### src/rtl/bl_pkg.sv
// Operation
// [RQ1] brightness ramps over a 3-bit selected time, same up and down
// [RQ2] dither depth of zero to three extra bits from a 2-bit field
// [RQ3] a bit selects dithering in steady state or only while sloping
// [RQ4] three-bit dither lengthens one pulse in eight by one step
// [RQ5] open flag when boost request is at maximum and a low comparator asserts
// [RQ6] short flag when one string is optimised and another has high asserted
// [RQ7] lockout off when disabled, select picks low or high threshold
// [RQ8] undervoltage stops leds and boost, sets flag, restarts on recovery
// [RQ9] undervoltage flag cleared by enable pin low or status read
// [RQ10] overcurrent stops boost, sets flag, restarts once current drops
// [RQ11] thermal indication stops leds and boost until it recovers
// [RQ12] reading fault status reports causes and clears latched flags
// [RQ13] shutdown while enable pin is low
// [RQ14] backlight enabled by on bit, or by pwm activity when source is 00
// [RQ15] configuration writes are blocked in active mode
// [RQ16] device is a serial slave only and never drives the clock line
// [RQ17] data sampled while clock high; change while high aborts transfer
// [RQ18] bytes are eight bits, msb first, each followed by an ack slot
// [RQ19] master makes start and stop by data edges while clock is high
// [RQ20] repeated start accepted in the middle of a transaction
// [RQ21] receiver holds data low through the ninth clock high phase
// [RQ22] master ends a read by leaving data high in the last ack slot
// [RQ23] device answers slave address 2Ch with direction bit after it
// [RQ24] first written byte is the pointer, incremented after each data byte
// [RQ25] a fault still present after a read sets its flag again
package bl_pkg;
  // ==========================================
  // timing
  localparam int unsigned CLK_PERIOD_NS = 25;
  localparam int unsigned MS_NS = 1000000;
  localparam int unsigned MS_CYCLES_DEF = MS_NS / CLK_PERIOD_NS;
  localparam int unsigned RAMP_STEPS = 2048;
  localparam int unsigned SLOPE_MS [8] = '{0, 1, 2, 50, 100, 200, 300, 500};
  // ==========================================
  // register map
  localparam logic [7:0] ADDR_BRT = 8'h00;
  localparam logic [7:0] ADDR_CTRL = 8'h01;
  localparam logic [7:0] ADDR_STATUS = 8'h02;
  localparam logic [7:0] ADDR_CFG_UV = 8'hA2;
  localparam logic [7:0] ADDR_CFG_SLOPE = 8'hA3;
  localparam logic [7:0] ADDR_CFG_DITHER = 8'hA4;
  localparam logic [7:0] REG_RST = 8'h00;
  localparam int CTRL_ON = 0;
  localparam int CTRL_SRC = 1;
  localparam int UV_ON = 5;
  localparam int UV_SEL = 4;
  localparam int SLOPE_POS = 4;
  localparam int STEADY_DITHER = 2;
  localparam int DITHER_POS = 0;
  localparam int ST_OPEN = 7;
  localparam int ST_SHORT = 6;
  localparam int ST_OCP = 2;
  localparam int ST_TSD = 1;
  localparam int ST_UV = 0;
  // ==========================================
  // serial link
  localparam logic [6:0] SLAVE_ADDR = 7'h2C;
  localparam logic [3:0] PIN_RST = 4'h3;
  localparam logic [3:0] BITS_PER_BYTE = 4'h8;
  typedef enum logic [8:0] {
    ST_IDLE = 9'h001, ST_ADDR = 9'h002, ST_ADDR_ACK = 9'h004,
    ST_PTR = 9'h008, ST_PTR_ACK = 9'h010, ST_WR = 9'h020,
    ST_WR_ACK = 9'h040, ST_RD = 9'h080, ST_RD_ACK = 9'h100
  } link_state_t;
  typedef struct packed {
    logic [5:0] low_cmp;
    logic [5:0] mid_cmp;
    logic [5:0] high_cmp;
    logic boost_at_max;
    logic uv_low;
    logic uv_high;
    logic ocp;
    logic tsd;
  } analog_ind_t;
endpackage

### src/rtl/backlight_fault_and_serial_ctrl.sv
`timescale 1ns/100ps
module backlight_fault_and_serial_ctrl import bl_pkg::*; #(
  parameter int unsigned MS_CYCLES = MS_CYCLES_DEF
) (
  input wire logic clk,
  input wire logic srst,
  input wire logic scl_pin,
  input wire logic sda_pin,
  input wire logic enable_io_supply_pin,
  input wire logic pwm_in_pin,
  input wire analog_ind_t ind,
  output logic sda_out,
  output logic sda_oe_n,
  output logic led_out_en,
  output logic boost_en,
  output logic dim_pwm,
  output logic active
);
  // ==========================================
  // pin sampling
  logic [3:0] pins;
  logic [3:0] pins_d;
  logic scl, sda, en, pwm_lvl;
  logic scl_rise, scl_fall, start_c, stop_c;

  pin_sync #(.W(4), .RST(PIN_RST)) u_sync (
    .clk(clk),
    .srst(srst),
    .d({pwm_in_pin, enable_io_supply_pin, sda_pin, scl_pin}),
    .q(pins)
  );

  assign scl = pins[0];
  assign sda = pins[1];
  assign en = pins[2];
  assign pwm_lvl = pins[3];

  always_ff @(posedge clk) begin
    if (srst) begin
      pins_d <= PIN_RST;
    end else begin
      pins_d <= pins;
    end
  end

  // the clock line is only ever sampled, there is no driver for it [RQ16]
  assign scl_rise = scl & ~pins_d[0];
  assign scl_fall = ~scl & pins_d[0];
  assign start_c = scl & pins_d[0] & pins_d[1] & ~sda; // [RQ19]
  assign stop_c = scl & pins_d[0] & ~pins_d[1] & sda; // [RQ19]

  // ==========================================
  // serial slave
  link_state_t st;
  logic [3:0] bit_cnt;
  logic [7:0] shreg;
  logic [7:0] tx;
  logic [7:0] ptr;
  logic [7:0] wr_addr;
  logic [7:0] wr_data;
  logic [7:0] rd_data;
  logic wr_stb, rd_stb, rd_mode, mack;
  logic addr_match;

  assign addr_match = shreg[7:1] == SLAVE_ADDR; // [RQ23]

  always_ff @(posedge clk) begin
    if (srst || !en) begin
      st <= ST_IDLE;
      bit_cnt <= 4'h0;
      shreg <= 8'h00;
      tx <= 8'hFF;
      ptr <= 8'h00;
      wr_addr <= 8'h00;
      wr_data <= 8'h00;
      wr_stb <= 1'b0;
      rd_stb <= 1'b0;
      rd_mode <= 1'b0;
      mack <= 1'b0;
      sda_oe_n <= 1'b1;
      sda_out <= 1'b0;
    end else begin
      wr_stb <= 1'b0;
      rd_stb <= 1'b0;
      sda_out <= 1'b0;
      if (start_c) begin
        // also a repeated start: restart address phase, keep pointer [RQ20]
        st <= ST_ADDR;
        bit_cnt <= 4'h0;
        sda_oe_n <= 1'b1;
      end else if (stop_c) begin
        // data edge while clock high ends any transfer in flight [RQ17]
        st <= ST_IDLE;
        sda_oe_n <= 1'b1;
      end else begin
        case (st)
          ST_ADDR, ST_PTR, ST_WR: begin
            if (scl_rise) begin
              shreg <= {shreg[6:0], sda}; // [RQ17] [RQ18]
              bit_cnt <= bit_cnt + 4'h1;
            end else if (scl_fall && bit_cnt == BITS_PER_BYTE) begin
              bit_cnt <= 4'h0;
              if (st == ST_ADDR) begin
                if (addr_match) begin
                  sda_oe_n <= 1'b0; // [RQ21] [RQ23]
                  rd_mode <= shreg[0];
                  st <= ST_ADDR_ACK;
                end else begin
                  st <= ST_IDLE;
                end
              end else if (st == ST_PTR) begin
                ptr <= shreg; // [RQ24]
                sda_oe_n <= 1'b0; // [RQ21]
                st <= ST_PTR_ACK;
              end else begin
                wr_addr <= ptr;
                wr_data <= shreg;
                wr_stb <= 1'b1;
                sda_oe_n <= 1'b0; // [RQ21]
                st <= ST_WR_ACK;
              end
            end
          end
          ST_ADDR_ACK, ST_PTR_ACK, ST_WR_ACK: begin
            if (scl_fall) begin
              bit_cnt <= 4'h0;
              if (st == ST_WR_ACK) begin
                ptr <= ptr + 8'h01; // [RQ24]
              end
              if (st == ST_ADDR_ACK && rd_mode) begin
                tx <= {rd_data[6:0], 1'b1};
                sda_oe_n <= rd_data[7]; // [RQ18]
                rd_stb <= 1'b1;
                st <= ST_RD;
              end else begin
                sda_oe_n <= 1'b1;
                st <= (st == ST_ADDR_ACK) ? ST_PTR : ST_WR;
              end
            end
          end
          ST_RD: begin
            if (scl_rise) begin
              bit_cnt <= bit_cnt + 4'h1;
            end else if (scl_fall) begin
              if (bit_cnt == BITS_PER_BYTE) begin
                sda_oe_n <= 1'b1; // [RQ21]
                st <= ST_RD_ACK;
              end else begin
                sda_oe_n <= tx[7]; // [RQ18]
                tx <= {tx[6:0], 1'b1};
              end
            end
          end
          ST_RD_ACK: begin
            if (scl_rise) begin
              mack <= ~sda;
              if (!sda) begin
                ptr <= ptr + 8'h01;
              end
            end else if (scl_fall) begin
              bit_cnt <= 4'h0;
              if (mack) begin
                tx <= {rd_data[6:0], 1'b1};
                sda_oe_n <= rd_data[7];
                rd_stb <= 1'b1;
                st <= ST_RD;
              end else begin
                st <= ST_IDLE; // [RQ22]
              end
            end
          end
          default: begin
            st <= ST_IDLE;
          end
        endcase
      end
    end
  end

  // ==========================================
  // register file
  logic [7:0] brightness;
  logic [7:0] dev_ctrl;
  logic [7:0] cfg_uv;
  logic [7:0] cfg_slope;
  logic [7:0] cfg_dither;
  logic [7:0] fault_status;
  logic cfg_wr_ok;

  // lock keeps a running backlight safe from stray configuration writes
  assign cfg_wr_ok = wr_stb && !active; // [RQ15]

  always_ff @(posedge clk) begin
    if (srst) begin
      brightness <= REG_RST;
      dev_ctrl <= REG_RST;
      cfg_uv <= REG_RST;
      cfg_slope <= REG_RST;
      cfg_dither <= REG_RST;
    end else if (wr_stb) begin
      case (wr_addr)
        ADDR_BRT: brightness <= wr_data;
        ADDR_CTRL: dev_ctrl <= wr_data;
        ADDR_CFG_UV: if (cfg_wr_ok) cfg_uv <= wr_data; // [RQ15]
        ADDR_CFG_SLOPE: if (cfg_wr_ok) cfg_slope <= wr_data; // [RQ15]
        ADDR_CFG_DITHER: if (cfg_wr_ok) cfg_dither <= wr_data; // [RQ15]
        default: ;
      endcase
    end
  end

  always_comb begin
    case (ptr)
      ADDR_BRT: rd_data = brightness;
      ADDR_CTRL: rd_data = dev_ctrl;
      ADDR_STATUS: rd_data = fault_status; // [RQ12]
      ADDR_CFG_UV: rd_data = cfg_uv;
      ADDR_CFG_SLOPE: rd_data = cfg_slope;
      ADDR_CFG_DITHER: rd_data = cfg_dither;
      default: rd_data = 8'h00;
    endcase
  end

  // ==========================================
  // faults
  logic uv_cond, open_cond, short_cond, rd_clear;
  logic [5:0] optimised;
  logic [7:0] fault_set;
  logic [7:0] fault_clr;

  assign uv_cond = cfg_uv[UV_ON] && (cfg_uv[UV_SEL] ? ind.uv_high : ind.uv_low); // [RQ7]
  assign open_cond = ind.boost_at_max && (|ind.low_cmp); // [RQ5]
  assign optimised = ~(ind.low_cmp | ind.mid_cmp | ind.high_cmp);
  // an optimised string cannot have high asserted, so the two are distinct
  assign short_cond = (|optimised) && (|ind.high_cmp); // [RQ6]
  assign rd_clear = rd_stb && ptr == ADDR_STATUS; // [RQ12]
  assign fault_set = {open_cond, short_cond, 3'b000, ind.ocp, ind.tsd, uv_cond};
  assign fault_clr = {{7{rd_clear}}, rd_clear || !en}; // [RQ9]

  // set wins over clear, so a lasting fault reappears after a read
  always_ff @(posedge clk) begin
    if (srst) begin
      fault_status <= REG_RST;
    end else begin
      fault_status <= (fault_status & ~fault_clr) | fault_set; // [RQ25] [RQ8] [RQ10]
    end
  end

  // ==========================================
  // mode and power outputs
  logic [16:0] pwm_idle;
  logic pwm_active, bl_on;

  always_ff @(posedge clk) begin
    if (srst) begin
      pwm_idle <= 17'h1FFFF;
    end else if (pwm_lvl != pins_d[3]) begin
      pwm_idle <= 17'h00000;
    end else if (pwm_idle != 17'h1FFFF) begin
      pwm_idle <= pwm_idle + 17'h00001;
    end
  end

  assign pwm_active = 32'(pwm_idle) < MS_CYCLES;
  assign bl_on = (dev_ctrl[CTRL_SRC +: 2] == 2'b00) ? pwm_active : dev_ctrl[CTRL_ON]; // [RQ14]

  always_ff @(posedge clk) begin
    if (srst) begin
      active <= 1'b0;
      led_out_en <= 1'b0;
      boost_en <= 1'b0;
    end else begin
      active <= en && bl_on; // [RQ13] [RQ14]
      led_out_en <= en && bl_on && !uv_cond && !ind.tsd; // [RQ8] [RQ11]
      boost_en <= en && bl_on && !uv_cond && !ind.tsd && !ind.ocp; // [RQ8] [RQ10] [RQ11]
    end
  end

  // ==========================================
  // slope
  logic [10:0] level;
  logic [10:0] target;
  logic [23:0] slope_cnt;
  logic [23:0] step_cycles;
  logic [2:0] slope_code;
  logic sloping;

  assign slope_code = cfg_slope[SLOPE_POS +: 3];
  assign target = {brightness, 3'b000};
  assign sloping = level != target;

  always_comb begin
    step_cycles = 24'((64'(SLOPE_MS[slope_code]) * 64'(MS_CYCLES)) / 64'(RAMP_STEPS));
    if (step_cycles == 24'h000000) begin
      step_cycles = 24'h000001;
    end
  end

  // one fractional step per interval, so a full-scale swing takes the set time
  always_ff @(posedge clk) begin
    if (srst) begin
      level <= 11'h000;
      slope_cnt <= 24'h000000;
    end else if (!sloping) begin
      slope_cnt <= 24'h000000;
    end else if (slope_code == 3'h0) begin
      level <= target; // [RQ1]
    end else if (slope_cnt >= step_cycles - 24'h000001) begin
      slope_cnt <= 24'h000000;
      level <= (level < target) ? level + 11'h001 : level - 11'h001; // [RQ1]
    end else begin
      slope_cnt <= slope_cnt + 24'h000001;
    end
  end

  // ==========================================
  // dither and dimming pulse
  logic [7:0] pwm_cnt;
  logic [2:0] pulse_idx;
  logic [8:0] width;
  logic [1:0] depth;
  logic [2:0] frac_d;
  logic [2:0] idx_mask;
  logic use_dither, stretch;

  assign depth = cfg_dither[DITHER_POS +: 2]; // [RQ2]
  assign use_dither = depth != 2'b00 && (sloping || cfg_dither[STEADY_DITHER]); // [RQ3]
  assign frac_d = level[2:0] >> (3'd3 - {1'b0, depth}); // [RQ2]
  assign idx_mask = 3'((4'h1 << depth) - 4'h1);
  // pulses 0..frac-1 of each group of 2^depth get one extra step [RQ4]
  assign stretch = use_dither && ((pulse_idx & idx_mask) < frac_d); // [RQ4]

  always_ff @(posedge clk) begin
    if (srst) begin
      pwm_cnt <= 8'h00;
      pulse_idx <= 3'h0;
      width <= 9'h000;
      dim_pwm <= 1'b0;
    end else begin
      pwm_cnt <= pwm_cnt + 8'h01;
      if (pwm_cnt == 8'hFF) begin
        pulse_idx <= pulse_idx + 3'h1;
        width <= {1'b0, level[10:3]} + {8'h00, stretch}; // [RQ4]
      end
      dim_pwm <= led_out_en && ({1'b0, pwm_cnt} < width) &&
                 (dev_ctrl[CTRL_SRC +: 2] != 2'b00 || pwm_lvl);
    end
  end
endmodule

### src/rtl/pin_sync.sv
`timescale 1ns/100ps
module pin_sync #(
  parameter int W = 1,
  parameter logic [W-1:0] RST = '0
) (
  input wire logic clk,
  input wire logic srst,
  input wire logic [W-1:0] d,
  output logic [W-1:0] q
);
  logic [W-1:0] s1;
  logic [W-1:0] s2;
  logic [W-1:0] s3;
  // a change is accepted only when the second and third stages agree
  always_ff @(posedge clk) begin
    if (srst) begin
      s1 <= RST;
      s2 <= RST;
      s3 <= RST;
      q <= RST;
    end else begin
      s1 <= d;
      s2 <= s1;
      s3 <= s2;
      for (int i = 0; i < W; i++) begin
        if (s2[i] == s3[i]) begin
          q[i] <= s3[i];
        end
      end
    end
  end
endmodule

### config.mk
export PLATFORM = sky130hd
export DESIGN_NAME = backlight_fault_and_serial_ctrl
export DESIGN_NICKNAME = d
export VERILOG_FILES = /design/src/rtl/bl_pkg.sv /design/src/rtl/backlight_fault_and_serial_ctrl.sv /design/src/rtl/pin_sync.sv
export SDC_FILE = /design/constraint.sdc
export NUM_CORES = 1
export LEC_CHECK = 0
export ABC_AREA = 1
export BUFFER_PORTS_ARGS = -buffer_cell sky130_fd_sc_hd__buf_2
export CAP_MARGIN = 40
export CORE_ASPECT_RATIO = 0.8
export CORE_MARGIN = 2
export CORE_UTILIZATION = 28
export DETAILED_ROUTE_END_ITERATION = 12
export GPL_TIMING_DRIVEN = 0
export HOLD_SLACK_MARGIN = 0.1
export PLACE_DENSITY = 0.45
export SETUP_SLACK_MARGIN = 0.15
export SYNTH_ARGS = -nofsm -noshare
export SYNTH_HDL_FRONTEND = slang
export SYNTH_SLANG_ARGS = --single-unit
### constraint.sdc
create_clock -name clk -period 6.75 [get_ports clk]
set_input_delay 0.675 -clock clk [delete_from_list [all_inputs] [get_ports clk]]
set_output_delay 0.675 -clock clk [all_outputs]
set_load 0.1 [all_outputs]
; After elaboration in Yosys (flattened, before gate mapping)
; Memories as Yosys holds them, arrays and structs flattened.
; Index checks and enable logic that the tools add are counted.
[totals]
romBits = 256
in_bits = 29
regBits = 202
ramBits = 0
output_inout_bits = 6
latchBits = 0
memories = 1
[memory_table]
columns = name, words, width, rd, rd_clocked_by_memory_dff, wr, line
row1 = (name not given), 8, 32, 1, 0, 0, backlight_fault_and_serial_ctrl.sv:293  ; step_cycles = 24'((64'(SLOPE_MS[slope_code]) * 64'(MS_CYCLES)) / 64'(RAMP_STEPS));
[classes]
eq_ne = 54
div = 0
reduce_logical = 61
addsub = 12
n_shift = 2
n_bitwise = 27
n_lt_le_gt_ge = 6
n_mux = 73
mul = 1
[op_table]
columns = cell, count
row1 = $mux 8, 18
row2 = $mux 9, 9
row3 = $mux 32, 2
row4 = $eq 8x8->1 const B, 7
row5 = $mux 24, 2
row6 = $pmux 8 s3, 2
row7 = $pmux 8 s6, 1
row8 = $pmux 9 s4, 1
row9 = $mux 17, 2
row10 = $ne 2x2->1 const B, 17
row11 = $mux 11, 3
row12 = $mul 32x10->29 const B, 1
row13 = $ne 4x4->1 const B, 8
row14 = $add 24x1->24 const B, 1
row15 = $ge 24x24->1, 1
row16 = $logic_not 24->1, 1
row17 = $sub 24x1->24 const B, 1
row18 = $reduce_and 11->1, 2
row19 = $mux 1, 20
row20 = $mux 4, 5
row21 = $reduce_or 6->1, 3
row22 = $add 17x1->17 const B, 1
row23 = $lt 17x16->1 const B, 1
row24 = $ne 17x17->1 const B, 1
row25 = 65 further kinds, 126

; Depth between registers and ports, before layout
[depth]
ltp_word = 11
ltp_mapped = 41
ltp_nobuf = 41

; Cells and area by module
; A second synthesis with hierarchy kept.
[unflattened]
cells_unflattened = 1891
area_unflattened_um2 = 13158.9
[by_module_without_submodules]
columns = module, area_each_um2, n_inst, seq_area_each_um2, cells_per_inst
row1 = backlight_fault_and_serial_ctrl, 12650.9, 1, 3683.5, 1833
row2 = pin_sync, 508.0, 1, 320.3, 58

; Worst setup path before layout
; OpenSTA, ideal clock, no wires.
[synth_path]
kind = register -> register
start = register cfg_slope[6]
end = register level[7]
stages_incl_launch_ff = 36
required_ns = 6.623
path_buffers = 2
setup_time_ns = 0.127
arrival_ns = 6.177
slack_ns = 0.446
path_cell_list = dfxtp_1 buf_6 inv_1 o21ai_0 fa_1 ha_1 inv_1 fa_1 inv_1 ha_1 ha_1 ha_1 nand2_1 inv_1 nand2_1 nand2_1 a21oi_1 nand2_1 nand2_1 nand3_2 nor2_2 nand3_4 nand2_4 nor2_4 nand3_1 nand2_1 ha_1 nand2_1 nor4_1 nand3_1 and2_1 nand3_1 nand2_1 clkbuf_1 o21ai_0 a21oi_1
[synth_via]
elab_chain_cells = 11
[synth_lines]
columns = element, line
row1 = start: declaration, backlight_fault_and_serial_ctrl.sv:185  ; logic [7:0] cfg_slope;
row2 = start signal: assignment, backlight_fault_and_serial_ctrl.sv:205  ; ADDR_CFG_SLOPE: if (cfg_wr_ok) cfg_slope <= wr_data;
row3 = $not 3->4 (implied by the code), backlight_fault_and_serial_ctrl.sv:293
row4 = $mem_v2 8x32, --
row5 = $mux 32 (implied by the code) (2 in a row), backlight_fault_and_serial_ctrl.sv:293
row6 = $mul 32x10->29, backlight_fault_and_serial_ctrl.sv:293
row7 = $logic_not 24->1, backlight_fault_and_serial_ctrl.sv:294  ; if (step_cycles == 24'h000000) begin
row8 = $mux 24, backlight_fault_and_serial_ctrl.sv:294
row9 = $sub 24x1->24, backlight_fault_and_serial_ctrl.sv:308  ; end else if (slope_cnt >= step_cycles - 24'h000001) begin
row10 = $ge 24x24->1, backlight_fault_and_serial_ctrl.sv:308
row11 = $reduce_bool 2->1 (no line), --
row12 = $reduce_and 2->1 (no line), --
row13 = end signal: assignment, backlight_fault_and_serial_ctrl.sv:307  ; level <= target;
row14 = end signal: assignment, backlight_fault_and_serial_ctrl.sv:310  ; level <= (level < target) ? level + 11'h001 : level - 11'h001;
row15 = end: declaration, backlight_fault_and_serial_ctrl.sv:281  ; logic [10:0] level;
; Several ways; a longest one is shown, not always the timed one. The select of a mux whose other input is x is not followed.
; A chain may end at the register's enable or synchronous reset.

; Final worst setup path
[layout_path]
start = register cfg_slope[6]
end = register level[5]
; The elaborated chain is that of the path after synthesis.

==> flow_metrics.tcl <==
set metrics [dict create \
    grt_first_pass_wirelength_um 58500 \
    crit_type "reg -> reg" \
    synthesized_area_fraction_occupied_by_ao_oa_aoi_and_oai_cells_pct 17.26 \
    timing.rr.end "level[5]" \
    worst_max_slew_pin_slew_ns 0.7399 \
    crit_path_max_fanout 10 \
    area_delta_synth_final_pct 16.32 \
    number_of_diodes 0 \
    synth_ff_type "dfxtp_1" \
    finalCritPeriodShare_pct 92.18 \
    clock_latency_on_the_worst_skew_pair_ns 0.45 \
    synth-simple-area-share_pct 27.11 \
    post-synth-top-count-cell "nand2_1" \
    finalWirelength_um 35920 \
    drc 0 \
    synth.top_cells.by_count "nand2_1, inv_1, nor2_1" \
    power.leakage_nw 6.448 \
    antenna_found_initial 0 \
    clock_tree.buffer_depth 2 \
    critPathArrivalTime_ns 6.56 \
    syn-cell-area_um2 12760 \
    synth-async-reset-ratio_pct 0 \
    hold_path_depth 2 \
    final_net_count 2040 \
    cts_tree "done" \
    ys_seq_elements 200 \
    timing.final.hold_violations 0 \
    post_synth_edffs 0 \
    synth.top_cells.by_area "dfxtp_1, ha_1, nand2_1, inv_1, a21oi_1" \
    finalSetupViolCount 0 \
    cts_max_level 4 \
    final.setup_skew_ns 0.01447 \
    report.power.total_mw 3.485 \
    postRouteAntennaNets 0 \
    timing.critical_path.from_type "flop" \
    floorplan.die.height_um 194.9 \
    holdPathEnd "u_sync.s2[3]" \
    via_count_of_the_routed_design 11882 \
    timing.slew.headroom_pct 50.30 \
    synth_top_cell_area_share_pct 31.38 \
    design.core.area_um2 44720 \
    avg_cell_area_syn_um2 7.060 \
    library_cell_with_the_largest_summed_area_after_synthesis "dfxtp_1" \
    placement_rows 69 \
    max_freq_mhz 160.7 \
    globalRouteOverflowTotal 0 \
    launching_point_of_the_worst_reg2reg_path "cfg_slope[6]" \
    numCtsBuffers 17 \
    drt_pass1_iterations 5 \
    min-delay-start "u_sync.s1[3]" \
    port-buffer-count 33 \
    power_density_nw_per_um2 234.8 \
    synth.mux.area_fraction_pct 0 \
    place_congestion 0.8574 \
    cell_type_of_the_slowest_stage_on_the_worst_timing_path "fa_1" \
    detailed_place_hpwl_um 27820 \
    critical_path_data_required_time_ns 7.08 \
    critPathMaxStageDelay_ns 0.53 \
    first_iter_violations 699 \
    yosys.area_share.xor_xnor_pct 2.334 \
    cts.reportedPaths.clkPinSlew_ns 0.07 \
    grt_start_max_net_pins 19 \
    cts_num_sinks 200 \
    synth-seq-area-share_pct 31.38 \
    worst_setup_path_end_kind "flop" \
    synthAdderAreaFrac_pct 12.85 \
    floorplan.die_area_um2 47300 \
    critical_path.most_common_cell "ha_4" \
    effective_utilization_at_floorplan_pct 28.53 \
    ff2ff_path_depth 33 \
    top_level_ports 35 \
    slew_violations 0 \
    dieWidth_um 242.6 \
    dominant_combinational_cell_family_by_area_after_synthesis "simple AND/OR/NAND/NOR gates" \
    grt_use_total_pct 15.27 \
    final-instance-count-excl-fill 2501 \
    worst_hold_path_type "reg -> reg" \
    status "finished clean" \
    synth_warnings 0 \
    vias_per_cell 4.751 \
    reg2reg_slack_ns 0.53 \
    grt_pass1_vias 11180 \
    placedCellCount 2450 \
    synth.distinct_cells 62 \
    post_synth_inst_count 1807 \
    root_driver "clkbuf_16" \
    grt_setup_unrepaired "no" \
    drive_above_1_share_pct 11.75 \
    maxCapViolations 0 \
    power.ir.vdd_worst_mv 0.1872 \
    detail_route.wl_per_cell_um 14.36 \
    fin_crit_ns 6.222 \
]
-- layout make-up --
| type | instances | area [um2] |
|---|---|---|
| Buffer | 48 | 221.5 |
| Clock buffer | 18 | 439.2 |
| Timing Repair Buffer | 56 | 339.1 |
| Clock inverter | 13 | 133.9 |
| Fill cell | 4909 | 29880 |
| Tap cell | 603 | 754.5 |
| Multi-Input combinational cell | 1309 | 7976 |
| Sequential cell | 200 | 4011 |
| Inverter | 254 | 963.4 |
-- where the power goes --
part	switching [mW]	total [mW]	internal, mW
Combinational	0.694	1.11	0.414
Clock	0.502	1.03	0.530
Sequential	0.0885	1.35	1.26
-- registers in the layout, summed over array words and instances, names as in the netlist, 7 cells and up --
register,flops
ptr,8
dev_ctrl,8
wr_data,8
pwm_idle,17
level,11
width,9
slope_cnt,24
pwm_cnt,8
cfg_slope,8
cfg_uv,8
brightness,8
cfg_dither,8
fault_status,8
shreg,8
tx,7
wr_addr,8
st,9
-- repair_timing --
| item | 4_1_cts | 5_1_grt |
|---|---|---|
| buffers inserted | 11 | 8 |
| pin swaps | 7 | 16 |
| resized for setup | 30 | 67 |
| gates cloned | 1 | 0 |
| setup endpoints to repair | 35 | 35 |
| hold buffers | 0 | 0 |
-- logic make-up (layout without fill, tap and decap cells) --
group,count (synthesis),in the layout
flip-flops,200,200
buffers and inverters,302,389
other,2,5
adder cells (fa/ha/maj),125,125
XOR/XNOR,31,31
AND/OR/NAND/NOR,749,750
AO/OA/AOI/OAI,398,398
-- metrics by stage --
step	area [um2]	utilization (%)	worst slack [ns]	hold slack, ns	setup TNS, ns
detailed placement	13710	30.66	-1.037	0.3921	-31.08
global route	14840	33.18	0.1436	0.3982	0
finish	14840	33.18	0.5281	0.4013	0
CTS	14500	32.41	0.1724	0.3950	0
floorplan	12770	-	0.4460	0.3883	0
global placement	13690	30.61	-1.188	0.3902	-36.55
-- worst max-delay path: cells and delay by family (launching register included) --
kind,cells,cell delay (ns)
simple gates,17,2.26
buf+inv,7,0.72
xor+xnor,1,0.17
fa+ha+maj,7,2.47
flops,1,0.32
compound gates,1,0.16
-- metal layers --
metal / global-route usage (%) / up-vias / part of all wire (%) / wire length [um]
met5: 0 / - / 0 / 0
met4: 3.090 / 0 / 0.84 / 301
met3: 2.044 / 25 / 3.7 / 1343
met2: 22.89 / 222 / 41 / 14900
met1: 23.10 / 5472 / 54 / 19370
li1: - / 6163 / - / -
-- placed cells by master (no fill, tap or decap), types with 7 or more instances in the layout --
master and count:
nand4_1 28, o21ai_1 7, ha_1 103, nor2_1 197, nand2_2 19, nor4_1 14
nand3b_1 20, o21a_1 11, a21oi_1 160, buf_4 20, nand3_1 67, xor2_1 23
dfxtp_1 198, buf_2 38, nand2_4 8, nor3_1 50, nand2_1 279, o21ai_0 151
fa_1 10, inv_1 239, or2_2 17, o22ai_1 10, nand3_2 11, a211oi_1 15
inv_2 10, clkbuf_16 17, clkbuf_1 40, nor2_2 12, ha_4 10
-- worst max path at each step --
stage                      start       endpoint  depth (start not counted)
floorplan           cfg_slope[6]       level[7]                         35
global placement    cfg_slope[6]  slope_cnt[19]                         28
detailed placement  cfg_slope[4]  slope_cnt[19]                         28
CTS                 cfg_slope[5]       level[7]                         35
global route        cfg_slope[6]       level[7]                         36
finish              cfg_slope[6]       level[5]                         33
(Power assumes the default switching activity.)
